`config.mk`:
```
export PLATFORM = sky130hd
export DESIGN_NAME = pec_pin_enable_control
export DESIGN_NICKNAME = d
export VERILOG_FILES = /design/src/rtl/pec_pkg.sv /design/src/rtl/pec_ms_timer.sv /design/src/rtl/pec_pin_enable_control.sv
export SDC_FILE = /design/constraint.sdc
export NUM_CORES = 1
export LEC_CHECK = 0
export BUFFER_PORTS_ARGS = -buffer_cell sky130_fd_sc_hd__buf_4
export CAP_MARGIN = 0
export CELL_PAD_IN_SITES_DETAIL_PLACEMENT = 2
export CELL_PAD_IN_SITES_GLOBAL_PLACEMENT = 2
export CORE_UTILIZATION = 38
export CTS_CLUSTER_SIZE = 12
export DETAILED_ROUTE_END_ITERATION = 16
export HOLD_SLACK_MARGIN = 0.06
export PLACE_DENSITY = 0.9
export SYNTH_ARGS = -nofsm -noshare
export SYNTH_HDL_FRONTEND = slang
export SYNTH_SLANG_ARGS = --single-unit
export TNS_END_PERCENT = 1
```
`constraint.sdc`:
```
create_clock -name clock -period 3.55 [get_ports clock]
set_clock_uncertainty 0.2 [all_clocks]
set_input_delay 0.355 -clock clock [delete_from_list [all_inputs] [get_ports clock]]
set_output_delay 0.355 -clock clock [all_outputs]
set_load 0.01 [all_outputs]
```
`src/rtl/pec_pkg.sv`:
```
// Purpose: shared constants and types for the pin enable control block
// Assumes: 50 MHz clock, millisecond timing from a one-cycle tick
// Notes: register bus is a plain strobe port

package pec_pkg;
	// clock and timing
	localparam int CLK_HZ = 50000000;
	localparam int TICK_US = 1000;
	localparam int TICK_CYCLES = CLK_HZ / 1000000 * TICK_US;
	localparam int DEBOUNCE_MS = 30;
	localparam int RESET_RELEASE_MS = 30;
	localparam int HOLD_LOSS_MS = 30;
	localparam int SHUTDOWN_MS = 30;

	// register offsets (word addresses on the plain port)
	localparam logic [3:0] REG_CTRL = 4'h0;
	localparam logic [3:0] REG_ENABLE = 4'h1;
	localparam logic [3:0] REG_STATUS = 4'h2;

	// field positions
	localparam int CTRL_DVS_IGNORE_BIT = 2;
	localparam int EN_BUCK1_BIT = 0;
	localparam int EN_BUCK2_BIT = 1;
	localparam int EN_LDO3_BIT = 2;

	// reset values
	localparam logic [7:0] CTRL_RESET = 8'h00;
	localparam logic [7:0] ENABLE_RESET = 8'h00;

	typedef enum logic [2:0] {
		PEC_OFF = 3'b000,
		PEC_DEBOUNCE = 3'b001,
		PEC_STARTING = 3'b011,
		PEC_ON = 3'b010,
		PEC_HOLDLOSS = 3'b110
	} pec_state_t;

	// pins driven by the host
	typedef struct packed {
		logic enableOrRequest;
		logic sharedPin;
		logic ldo3PinEnable;
		logic voltageScalingPin;
	} pec_pins_t;

	// regulator controls leaving the block
	typedef struct packed {
		logic buck1On;
		logic buck2On;
		logic ldo3On;
		logic firstBuckFeedbackPull;
		logic secondBuckFeedbackPull;
		logic useVoltageSetTwo;
	} pec_rails_t;

	// rails after reset: every regulator off, both feedback pulls on
	localparam pec_rails_t RAILS_RESET = 6'h06;
endpackage : pec_pkg

```
`src/rtl/pec_ms_timer.sv`:
```
// Purpose: millisecond tick divider for the pin enable control block
// Assumes: one clock, asynchronous active-low reset
// Notes: tick is a one-cycle enable pulse

`timescale 1ns/10ps
module pec_ms_timer #(
	parameter int DIVIDE = 50000
) (
	// clock and reset
	input wire logic clock,
	input wire logic nrst,
	// tick out
	output logic tick
);
	logic [31:0] count;
	logic [31:0] next_count;

	// wrap the divider every DIVIDE cycles
	always_comb begin
		if (count == 32'(DIVIDE - 1)) begin
			next_count = 32'h0;
		end else begin
			next_count = count + 32'h1;
		end
	end

	always_ff @(posedge clock or negedge nrst) begin
		if (!nrst) begin
			count <= 32'h0;
		end else begin
			count <= next_count;
		end
	end

	assign tick = (count == 32'(DIVIDE - 1));
endmodule : pec_ms_timer

```
`src/rtl/pec_pin_enable_control.sv`:
```
// Purpose: pin level start, hold and enable logic of a multi-rail power unit
// Assumes: pins synchronous to clock; millisecond timing from a divider
// Notes: straps captured once after reset release

`timescale 1ns/10ps
// Contract
// - sub role: buck 2 on when its pin or its enable bit is high
// - main role: shared pin is the supply hold input
// - role strap low selects sub role, high selects main role
// - default strap high selects setup 1, low selects setup 2
// - with control bit 2 clear, scaling pin high picks set one else set two
// - sub role: enable high turns outputs on, low returns to standby
// - main role: power request starts up after 30 ms debounce
// - ldo 3 on when its pin or its enable bit is high
// - a buck that is off pulls its feedback node down
// - sub role: reset released 30 ms after enable high, asserted on low
// - main role: reset released 60 ms after request, asserted 30 ms after hold low
// - main role: shutdown when hold and request both low 30 ms
module pec_pin_enable_control #(
	parameter int TICK_DIV = pec_pkg::TICK_CYCLES
) (
	// clock and reset
	input wire logic clock,
	input wire logic nrst,
	// straps
	input wire logic roleStrap,
	input wire logic default_setup_strap,
	// host pins
	input wire pec_pkg::pec_pins_t pins,
	// register port
	input wire logic [3:0] regAddr,
	input wire logic [7:0] regWrData,
	input wire logic regWrite,
	input wire logic regRead,
	output logic [7:0] regRdData,
	// outputs
	output pec_pkg::pec_rails_t rails,
	output logic setupTwo,
	output logic resetOut_n
);
	import pec_pkg::*;

	logic tick;
	logic strapsTaken, mainRole, setupTwoR;
	logic next_strapsTaken, next_mainRole, next_setupTwoR;
	logic [7:0] ctrlReg, enableReg, next_ctrlReg, next_enableReg;
	pec_state_t state, next_state;
	logic [6:0] msCount, next_msCount;
	logic [6:0] offCount, next_offCount;
	logic rstOut, next_rstOut;
	logic outputsOn;
	logic holdIn, reqIn;
	logic [7:0] next_regRdData;

	pec_ms_timer #(.DIVIDE(TICK_DIV)) u_timer (
		.clock(clock),
		.nrst(nrst),
		.tick(tick)
	);

	// strap capture on the first clock after release
	always_comb begin
		next_strapsTaken = 1'b1;
		next_mainRole = strapsTaken ? mainRole : roleStrap;
		next_setupTwoR = strapsTaken ? setupTwoR : !default_setup_strap;
	end

	always_ff @(posedge clock or negedge nrst) begin
		if (!nrst) begin
			strapsTaken <= 1'b0;
			mainRole <= 1'b0;
			setupTwoR <= 1'b0;
		end else begin
			strapsTaken <= next_strapsTaken;
			mainRole <= next_mainRole;
			setupTwoR <= next_setupTwoR;
		end
	end

	assign holdIn = mainRole && pins.sharedPin;
	assign reqIn = pins.enableOrRequest;

	// register writes and read data
	always_comb begin
		next_ctrlReg = ctrlReg;
		next_enableReg = enableReg;
		next_regRdData = 8'h00;
		if (regWrite && regAddr == REG_CTRL) begin
			next_ctrlReg = regWrData;
		end
		if (regWrite && regAddr == REG_ENABLE) begin
			next_enableReg = regWrData;
		end
		if (regRead) begin
			unique case (regAddr)
				REG_CTRL: next_regRdData = ctrlReg;
				REG_ENABLE: next_regRdData = enableReg;
				REG_STATUS: next_regRdData = {2'h0, state, setupTwoR, mainRole, rstOut};
				default: next_regRdData = 8'h00;
			endcase
		end
	end

	always_ff @(posedge clock or negedge nrst) begin
		if (!nrst) begin
			ctrlReg <= CTRL_RESET;
			enableReg <= ENABLE_RESET;
			regRdData <= 8'h00;
		end else begin
			ctrlReg <= next_ctrlReg;
			enableReg <= next_enableReg;
			regRdData <= next_regRdData;
		end
	end

	// sequencer: counts whole milliseconds on the tick
	always_comb begin
		next_state = state;
		next_msCount = msCount;
		next_rstOut = rstOut;
		next_offCount = offCount;
		if (!strapsTaken) begin
			next_state = PEC_OFF;
		end else if (!mainRole) begin
			unique case (state)
				PEC_OFF, PEC_DEBOUNCE, PEC_HOLDLOSS: begin
					next_rstOut = 1'b0;
					next_msCount = 7'h00;
					next_state = reqIn ? PEC_STARTING : PEC_OFF;
				end
				PEC_STARTING, PEC_ON: begin
					if (!reqIn) begin
						next_state = PEC_OFF;
						next_rstOut = 1'b0;
						next_msCount = 7'h00;
					end else if (state == PEC_STARTING && tick) begin
						next_msCount = msCount + 7'h01;
						if (msCount == 7'(RESET_RELEASE_MS - 1)) begin
							next_state = PEC_ON;
							next_rstOut = 1'b1;
						end
					end
				end
				default: next_state = PEC_OFF;
			endcase
		end else begin
			unique case (state)
				PEC_OFF: begin
					next_offCount = 7'h00;
					next_rstOut = 1'b0;
					next_msCount = 7'h00;
					if (reqIn) begin
						next_state = PEC_DEBOUNCE;
					end
				end
				PEC_DEBOUNCE: begin
					if (!reqIn) begin
						next_state = PEC_OFF;
						next_msCount = 7'h00;
					end else if (tick) begin
						next_msCount = msCount + 7'h01;
						if (msCount == 7'(DEBOUNCE_MS - 1)) begin
							next_state = PEC_STARTING;
						end
					end
				end
				PEC_STARTING: begin
					if (tick) begin
						next_msCount = msCount + 7'h01;
						if (msCount == 7'(DEBOUNCE_MS + RESET_RELEASE_MS - 1)) begin
							next_state = PEC_ON;
							next_rstOut = 1'b1;
							next_msCount = 7'h00;
						end
					end
				end
				PEC_ON, PEC_HOLDLOSS: begin
					// separate counts, so a request held high cannot mask the loss of hold
					if (holdIn) begin
						next_msCount = 7'h00;
					end else if (tick) begin
						next_msCount = msCount + 7'h01;
					end
					if (holdIn || reqIn) begin
						next_offCount = 7'h00;
					end else if (tick) begin
						next_offCount = offCount + 7'h01;
					end
					next_state = holdIn ? PEC_ON : PEC_HOLDLOSS;
					if (!holdIn && tick && msCount == 7'(HOLD_LOSS_MS - 1)) begin
						next_rstOut = 1'b0;
					end
					if (!holdIn && !reqIn && tick && offCount == 7'(SHUTDOWN_MS - 1)) begin
						next_state = PEC_OFF;
						next_msCount = 7'h00;
						next_offCount = 7'h00;
					end
				end
				default: next_state = PEC_OFF;
			endcase
		end
	end

	always_ff @(posedge clock or negedge nrst) begin
		if (!nrst) begin
			state <= PEC_OFF;
			msCount <= 7'h00;
			offCount <= 7'h00;
			rstOut <= 1'b0;
		end else begin
			state <= next_state;
			msCount <= next_msCount;
			offCount <= next_offCount;
			rstOut <= next_rstOut;
		end
	end

	assign outputsOn = (state == PEC_STARTING) || (state == PEC_ON) || (state == PEC_HOLDLOSS);

	// regulator controls
	pec_rails_t next_rails;
	always_comb begin
		next_rails.buck1On = outputsOn && enableReg[EN_BUCK1_BIT];
		next_rails.buck2On = outputsOn && (enableReg[EN_BUCK2_BIT]
			|| (!mainRole && pins.sharedPin));
		next_rails.ldo3On = outputsOn && (enableReg[EN_LDO3_BIT] || pins.ldo3PinEnable);
		next_rails.firstBuckFeedbackPull = !next_rails.buck1On;
		next_rails.secondBuckFeedbackPull = !next_rails.buck2On;
		// host keeps the pin valid while bucks run
		next_rails.useVoltageSetTwo = ctrlReg[CTRL_DVS_IGNORE_BIT] ? 1'b0
			: !pins.voltageScalingPin;
	end

	always_ff @(posedge clock or negedge nrst) begin
		if (!nrst) begin
			rails <= RAILS_RESET;
		end else begin
			rails <= next_rails;
		end
	end

	assign setupTwo = setupTwoR;
	assign resetOut_n = rstOut;

	// assertions
	property p_buck2_or;
		@(posedge clock) disable iff (!nrst)
		(outputsOn && !mainRole && pins.sharedPin) |=> rails.buck2On;
	endproperty
	a_buck2_or: assert property (p_buck2_or) else $error("buck2 pin ignored");
	property p_hold_no_buck;
		@(posedge clock) disable iff (!nrst)
		(mainRole && !enableReg[EN_BUCK2_BIT]) |=> !rails.buck2On;
	endproperty
	a_hold_no_buck: assert property (p_hold_no_buck) else $error("hold pin enabled buck2");
	property p_strap_stable;
		@(posedge clock) disable iff (!nrst)
		strapsTaken |=> $stable(mainRole) && $stable(setupTwoR);
	endproperty
	a_strap_stable: assert property (p_strap_stable) else $error("strap changed");
	property p_setup;
		@(posedge clock) disable iff (!nrst)
		$rose(strapsTaken) |-> (setupTwoR == !$past(default_setup_strap)) && (mainRole == $past(roleStrap));
	endproperty
	a_setup: assert property (p_setup) else $error("strap capture wrong");
	property p_dvs;
		@(posedge clock) disable iff (!nrst)
		!ctrlReg[CTRL_DVS_IGNORE_BIT] |=> rails.useVoltageSetTwo == !$past(pins.voltageScalingPin);
	endproperty
	a_dvs: assert property (p_dvs) else $error("voltage set wrong");
	property p_sub_off;
		@(posedge clock) disable iff (!nrst)
		(strapsTaken && !mainRole && !reqIn) |=> (state == PEC_OFF) && !rstOut;
	endproperty
	a_sub_off: assert property (p_sub_off) else $error("enable low not standby");
	property p_debounce_abort;
		@(posedge clock) disable iff (!nrst)
		(state == PEC_DEBOUNCE && !reqIn) |=> state == PEC_OFF && msCount == 7'h00;
	endproperty
	a_debounce_abort: assert property (p_debounce_abort) else $error("debounce not abandoned");
	property p_no_early_start;
		@(posedge clock) disable iff (!nrst)
		(state == PEC_DEBOUNCE && msCount < 7'(DEBOUNCE_MS - 1)) |=> state != PEC_STARTING;
	endproperty
	a_no_early_start: assert property (p_no_early_start) else $error("start before debounce");
	property p_ldo3;
		@(posedge clock) disable iff (!nrst)
		(outputsOn && pins.ldo3PinEnable) |=> rails.ldo3On;
	endproperty
	a_ldo3: assert property (p_ldo3) else $error("ldo3 pin ignored");
	property p_pull;
		@(posedge clock) disable iff (!nrst)
		!(rails.buck1On && rails.firstBuckFeedbackPull) && !(rails.buck2On && rails.secondBuckFeedbackPull);
	endproperty
	a_pull: assert property (p_pull) else $error("pull-down while on");
	property p_main_release;
		@(posedge clock) disable iff (!nrst)
		(mainRole && $rose(rstOut)) |-> $past(state) == PEC_STARTING;
	endproperty
	a_main_release: assert property (p_main_release) else $error("reset release out of order");
	property p_shutdown;
		@(posedge clock) disable iff (!nrst)
		(mainRole && $past(state) == PEC_HOLDLOSS && state == PEC_OFF) |-> !$past(reqIn) && !$past(holdIn);
	endproperty
	a_shutdown: assert property (p_shutdown) else $error("shutdown with input high");
	c_sub_on: cover property (@(posedge clock) disable iff (!nrst) !mainRole && $rose(rstOut));
	c_main_on: cover property (@(posedge clock) disable iff (!nrst) mainRole && $rose(rstOut));
	c_abort: cover property (@(posedge clock) disable iff (!nrst) state == PEC_DEBOUNCE && !reqIn);
	c_shut: cover property (@(posedge clock) disable iff (!nrst) $past(state) == PEC_HOLDLOSS && state == PEC_OFF);
endmodule : pec_pin_enable_control

```
==> summary.md <==
| Metric | Value |
|---|---|
| Switching share of total power | 0.310 |
| # nets final | 487 |
| Multi-input combinational cell area | 1980 sq um |
| Min Tclk post-route | 3.25 ns |
| Final core utilization | 0.472 |
| CTS Sinks | 83 |
| Antenna-violating nets left | 0 |
| Main synth FF type | dfrtp_1 |
| Clock buffer depth | 2 |
| Worst path arrival time | 3.35 ns |
| CTS buffer count | 9 |
| Starting density of the core | 0.399 |
| Reg power frac | 0.500 |
| TritonCTS clock tree | built |
| Clk Latency, worst-skew pair | 0.38 ns |
| Root Driver | clkbuf_8 |
| Total wire length | 14.9 mm |
| HP Start | regRead |
| Register area | 2080 sq um |
| H-tree lvl count | 3 |
| Comb power frac | 0.160 |
| Part of the power in the clock network | 0.340 |
| DRT Pass-1 Iters | 4 |
| Setup tns final | 0 ns |
| IO Port Bufs | 37 |
| Setup crit end kind | register |
| Hold path depth | 2 |
| Fill count | 1136 |
| Synth Cell Area | 4170 sq um |
| Critical path launch point type | register |
| Int Power | 0.00151 W |
| # setup viols final | 0 |
| CP required | 3.65 ns |
| Tightest Pin Transition | 0.864 ns |
| Initial antenna violation count | 0 |
| Die X | 107 um |
| Register-to-register setup slack | 0.30 ns |
| WS Path Type | reg -> reg |
| Num ports | 38 |
| Status | complete, no violations |
| Die height | 107 um |
| Synthesized area per cell | 10.3 sq um |
| Final Hold Fails | 0 |
| Maximum vdd drop | 0.239 mV |
| Initial DRC Count | 240 |
| First-pass GRT wire length | 24.3 mm |
| WHS Endpoint | regRdData[3] |
| R2r endpoint | msCount[4] |
| Wire per inst | 24.7 um |
| Max-slew violation total from the final report | 0 |
| Gpl congestion | 0.807 |
| Synthesized Nets | 433 |
| RSZ-0062 raised after global routing | no |
| Post-cts repair resize count | 0 |
| Core ar. | 10500 sq um |
| Post-synthesis sequential area ratio | 0.499 |
| Row count | 37 |
| Number of diodes | 0 |
| Power Dens Cells | 442 nW/um^2 |
| Total number of vias | 3515 |
| Switching pwr | 0.000677 W |
| Die ar. | 11400 sq um |
| Fin crit share | 0.915 |
| Warnings, synthesis | 0 |
| Achievable clock frequency | 308 MHz |
| Leakage power | 2.17 nW |
| Cells after Synth | 406 |
| Share of cells above drive strength 1 | 0.198 |
| Worst Path Max Fanout | 8 |
| Worst Reg-to-Reg Cells | 6 |
| Total grt overflow | 0 |
| Aggregate global-route resource usage | 0.284 |
| Post-DP HPWL | 9.33 mm |
| Syn-to-layout area delta | 18.5% |
| Maxcap violations | 0 |
| Post-synth EDFFs | 0 |
| DRC errors left | 0 |
| Largest net degree at the start of global routing | 33 |
| DR vias/cell | 5.85 |
| Number of library cell types mapped by synthesis | 62 |
| Fraction of registers with async set/reset | 1.00 |
| Worst hold path type | in -> reg |
| Reg2reg start | u_timer.count[27] |
| FF+latch count, synth | 83 |
| CTS clk-pin slew, worst paths | 0.10 ns |
| Number of global-route vias before repair | 4067 |
| Slew margin rel. | 0.420 |
==> kinds of logic (layout without fill, tap and decap cells) <==
logic type,Yosys count,after routing,synth area share
other cells,1,1,0.000899
compound gates,75,75,0.122
fa+ha+maj,5,5,0.0150
simple gates,156,156,0.200
xor+xnor,30,30,0.0630
buf+inv,28,87,0.0261
mux,28,28,0.0744
flops,83,83,0.499
==> area by class of cell <==
type	instances	area share
sequential	83	0.421
multi-input combinational	295	0.401
timing repair buffer	55	0.0906
tap	136	0.0344
clock buffer	10	0.0278
clock inverter	6	0.0132
inverter	16	0.0122
==> worst max path at each step <==
stage | startpoint | to | slack, ns | depth (start not counted)
6_report | u_timer.count[27] | msCount[4] | 0.30 | 6
4_1_cts | u_timer.count[27] | msCount[4] | 0.43 | 6
5_1_grt | u_timer.count[27] | msCount[4] | 0.19 | 6
3_5_place_dp | u_timer.count[27] | msCount[4] | 0.46 | 6
3_3_place_gp | u_timer.count[27] | msCount[4] | 0.60 | 6
2_1_floorplan | u_timer.count[0] | msCount[4] | 0.85 | 9
==> routing by layer <==
layer	track usage	vias to the layer above	wire length, um
met5	0	-	0
met3	0.0450	24	397
li1	-	1572	-
met2	0.515	73	8010
met4	0.0890	0	219
met1	0.344	1846	6240
==> cells in the mapped netlist (all sizes together), types with 3 or more instances <==
cell | instances | share of area
ha | 5 | 0.015
xnor2 | 19 | 0.040
a31oi | 3 | 0.0045
nor2 | 29 | 0.026
xor2 | 11 | 0.023
dfrtp | 81 | 0.49
mux2 | 24 | 0.065
and2 | 4 | 0.0063
or3 | 3 | 0.0045
a21boi | 3 | 0.0054
a21oi | 15 | 0.018
and3 | 8 | 0.012
nand3 | 22 | 0.026
clkbuf | 11 | 0.011
nand2b | 8 | 0.012
inv | 16 | 0.014
a211oi | 3 | 0.0054
nor3 | 9 | 0.011
mux2i | 4 | 0.0096
o21ai | 16 | 0.019
nand4 | 9 | 0.014
nand2 | 31 | 0.028
nor2b | 12 | 0.018
nor4 | 8 | 0.014
a22oi | 8 | 0.014
and4 | 3 | 0.0063
==> worst max-delay path, stage by stage, from the launching register on <==
cell and delay [ns]:
dfrtp_1 0.45, nor4_1 0.47, nand4_1 0.28, or4_1 0.76
a2111o_1 0.55, or3_1 0.38, o211ai_1 0.08
==> flip-flops by register name (all words and copies together) (netlist names) <==
signal         count
ctrlReg            8
enableReg          8
mainRole           1
msCount            7
offCount           7
rails              6
regRdData          8
resetOut_n         1
setupTwo           1
state              3
strapsTaken        1
u_timer.count     32
==> power by group through the flow <==
stage,Sequential (W),Combinational (W),Clock (W)
after global routing,0.00110,0.000374,0.000790
after detailed placement,0.00110,0.000311,0
final,0.00109,0.000349,0.000743
after floorplan,0.00107,0.000198,0
after global placement,0.00109,0.000287,0
after CTS,0.00109,0.000330,0.000735
==> through the flow <==
stage	std cells	hold WS, ns	area (sq um)	setup WS, ns	total power (W)
3_3_place_gp	571	0.114	4600	0.605	0.00138
5_1_grt	601	0.0700	4940	0.188	0.00227
3_5_place_dp	571	0.125	4600	0.455	0.00141
4_1_cts	601	0.0741	4940	0.426	0.00215
6_report	601	0.0770	4940	0.301	0.00219
2_1_floorplan	406	-0.141	4170	0.846	0.00127
==> what timing repair did <==
item                      4_1_cts  5_1_grt
hold endpoints to repair       51        0
hold buffers                   14        0
buffers inserted                0        0
==> cells in the final DEF (no fill, tap or decap), drive strengths merged, types with 10 or more instances in the layout <==
cell type,netlist,layout
inv,16,16
o21ai,16,16
xnor2,19,19
xor2,11,11
mux2,24,24
dfrtp,81,81
nand3,22,22
a21oi,15,15
nand2,31,31
dlygate4sd3,0,14
clkbuf,11,10
nor2b,12,12
buf,1,41
nor2,29,29
(Power assumes the default switching activity.)
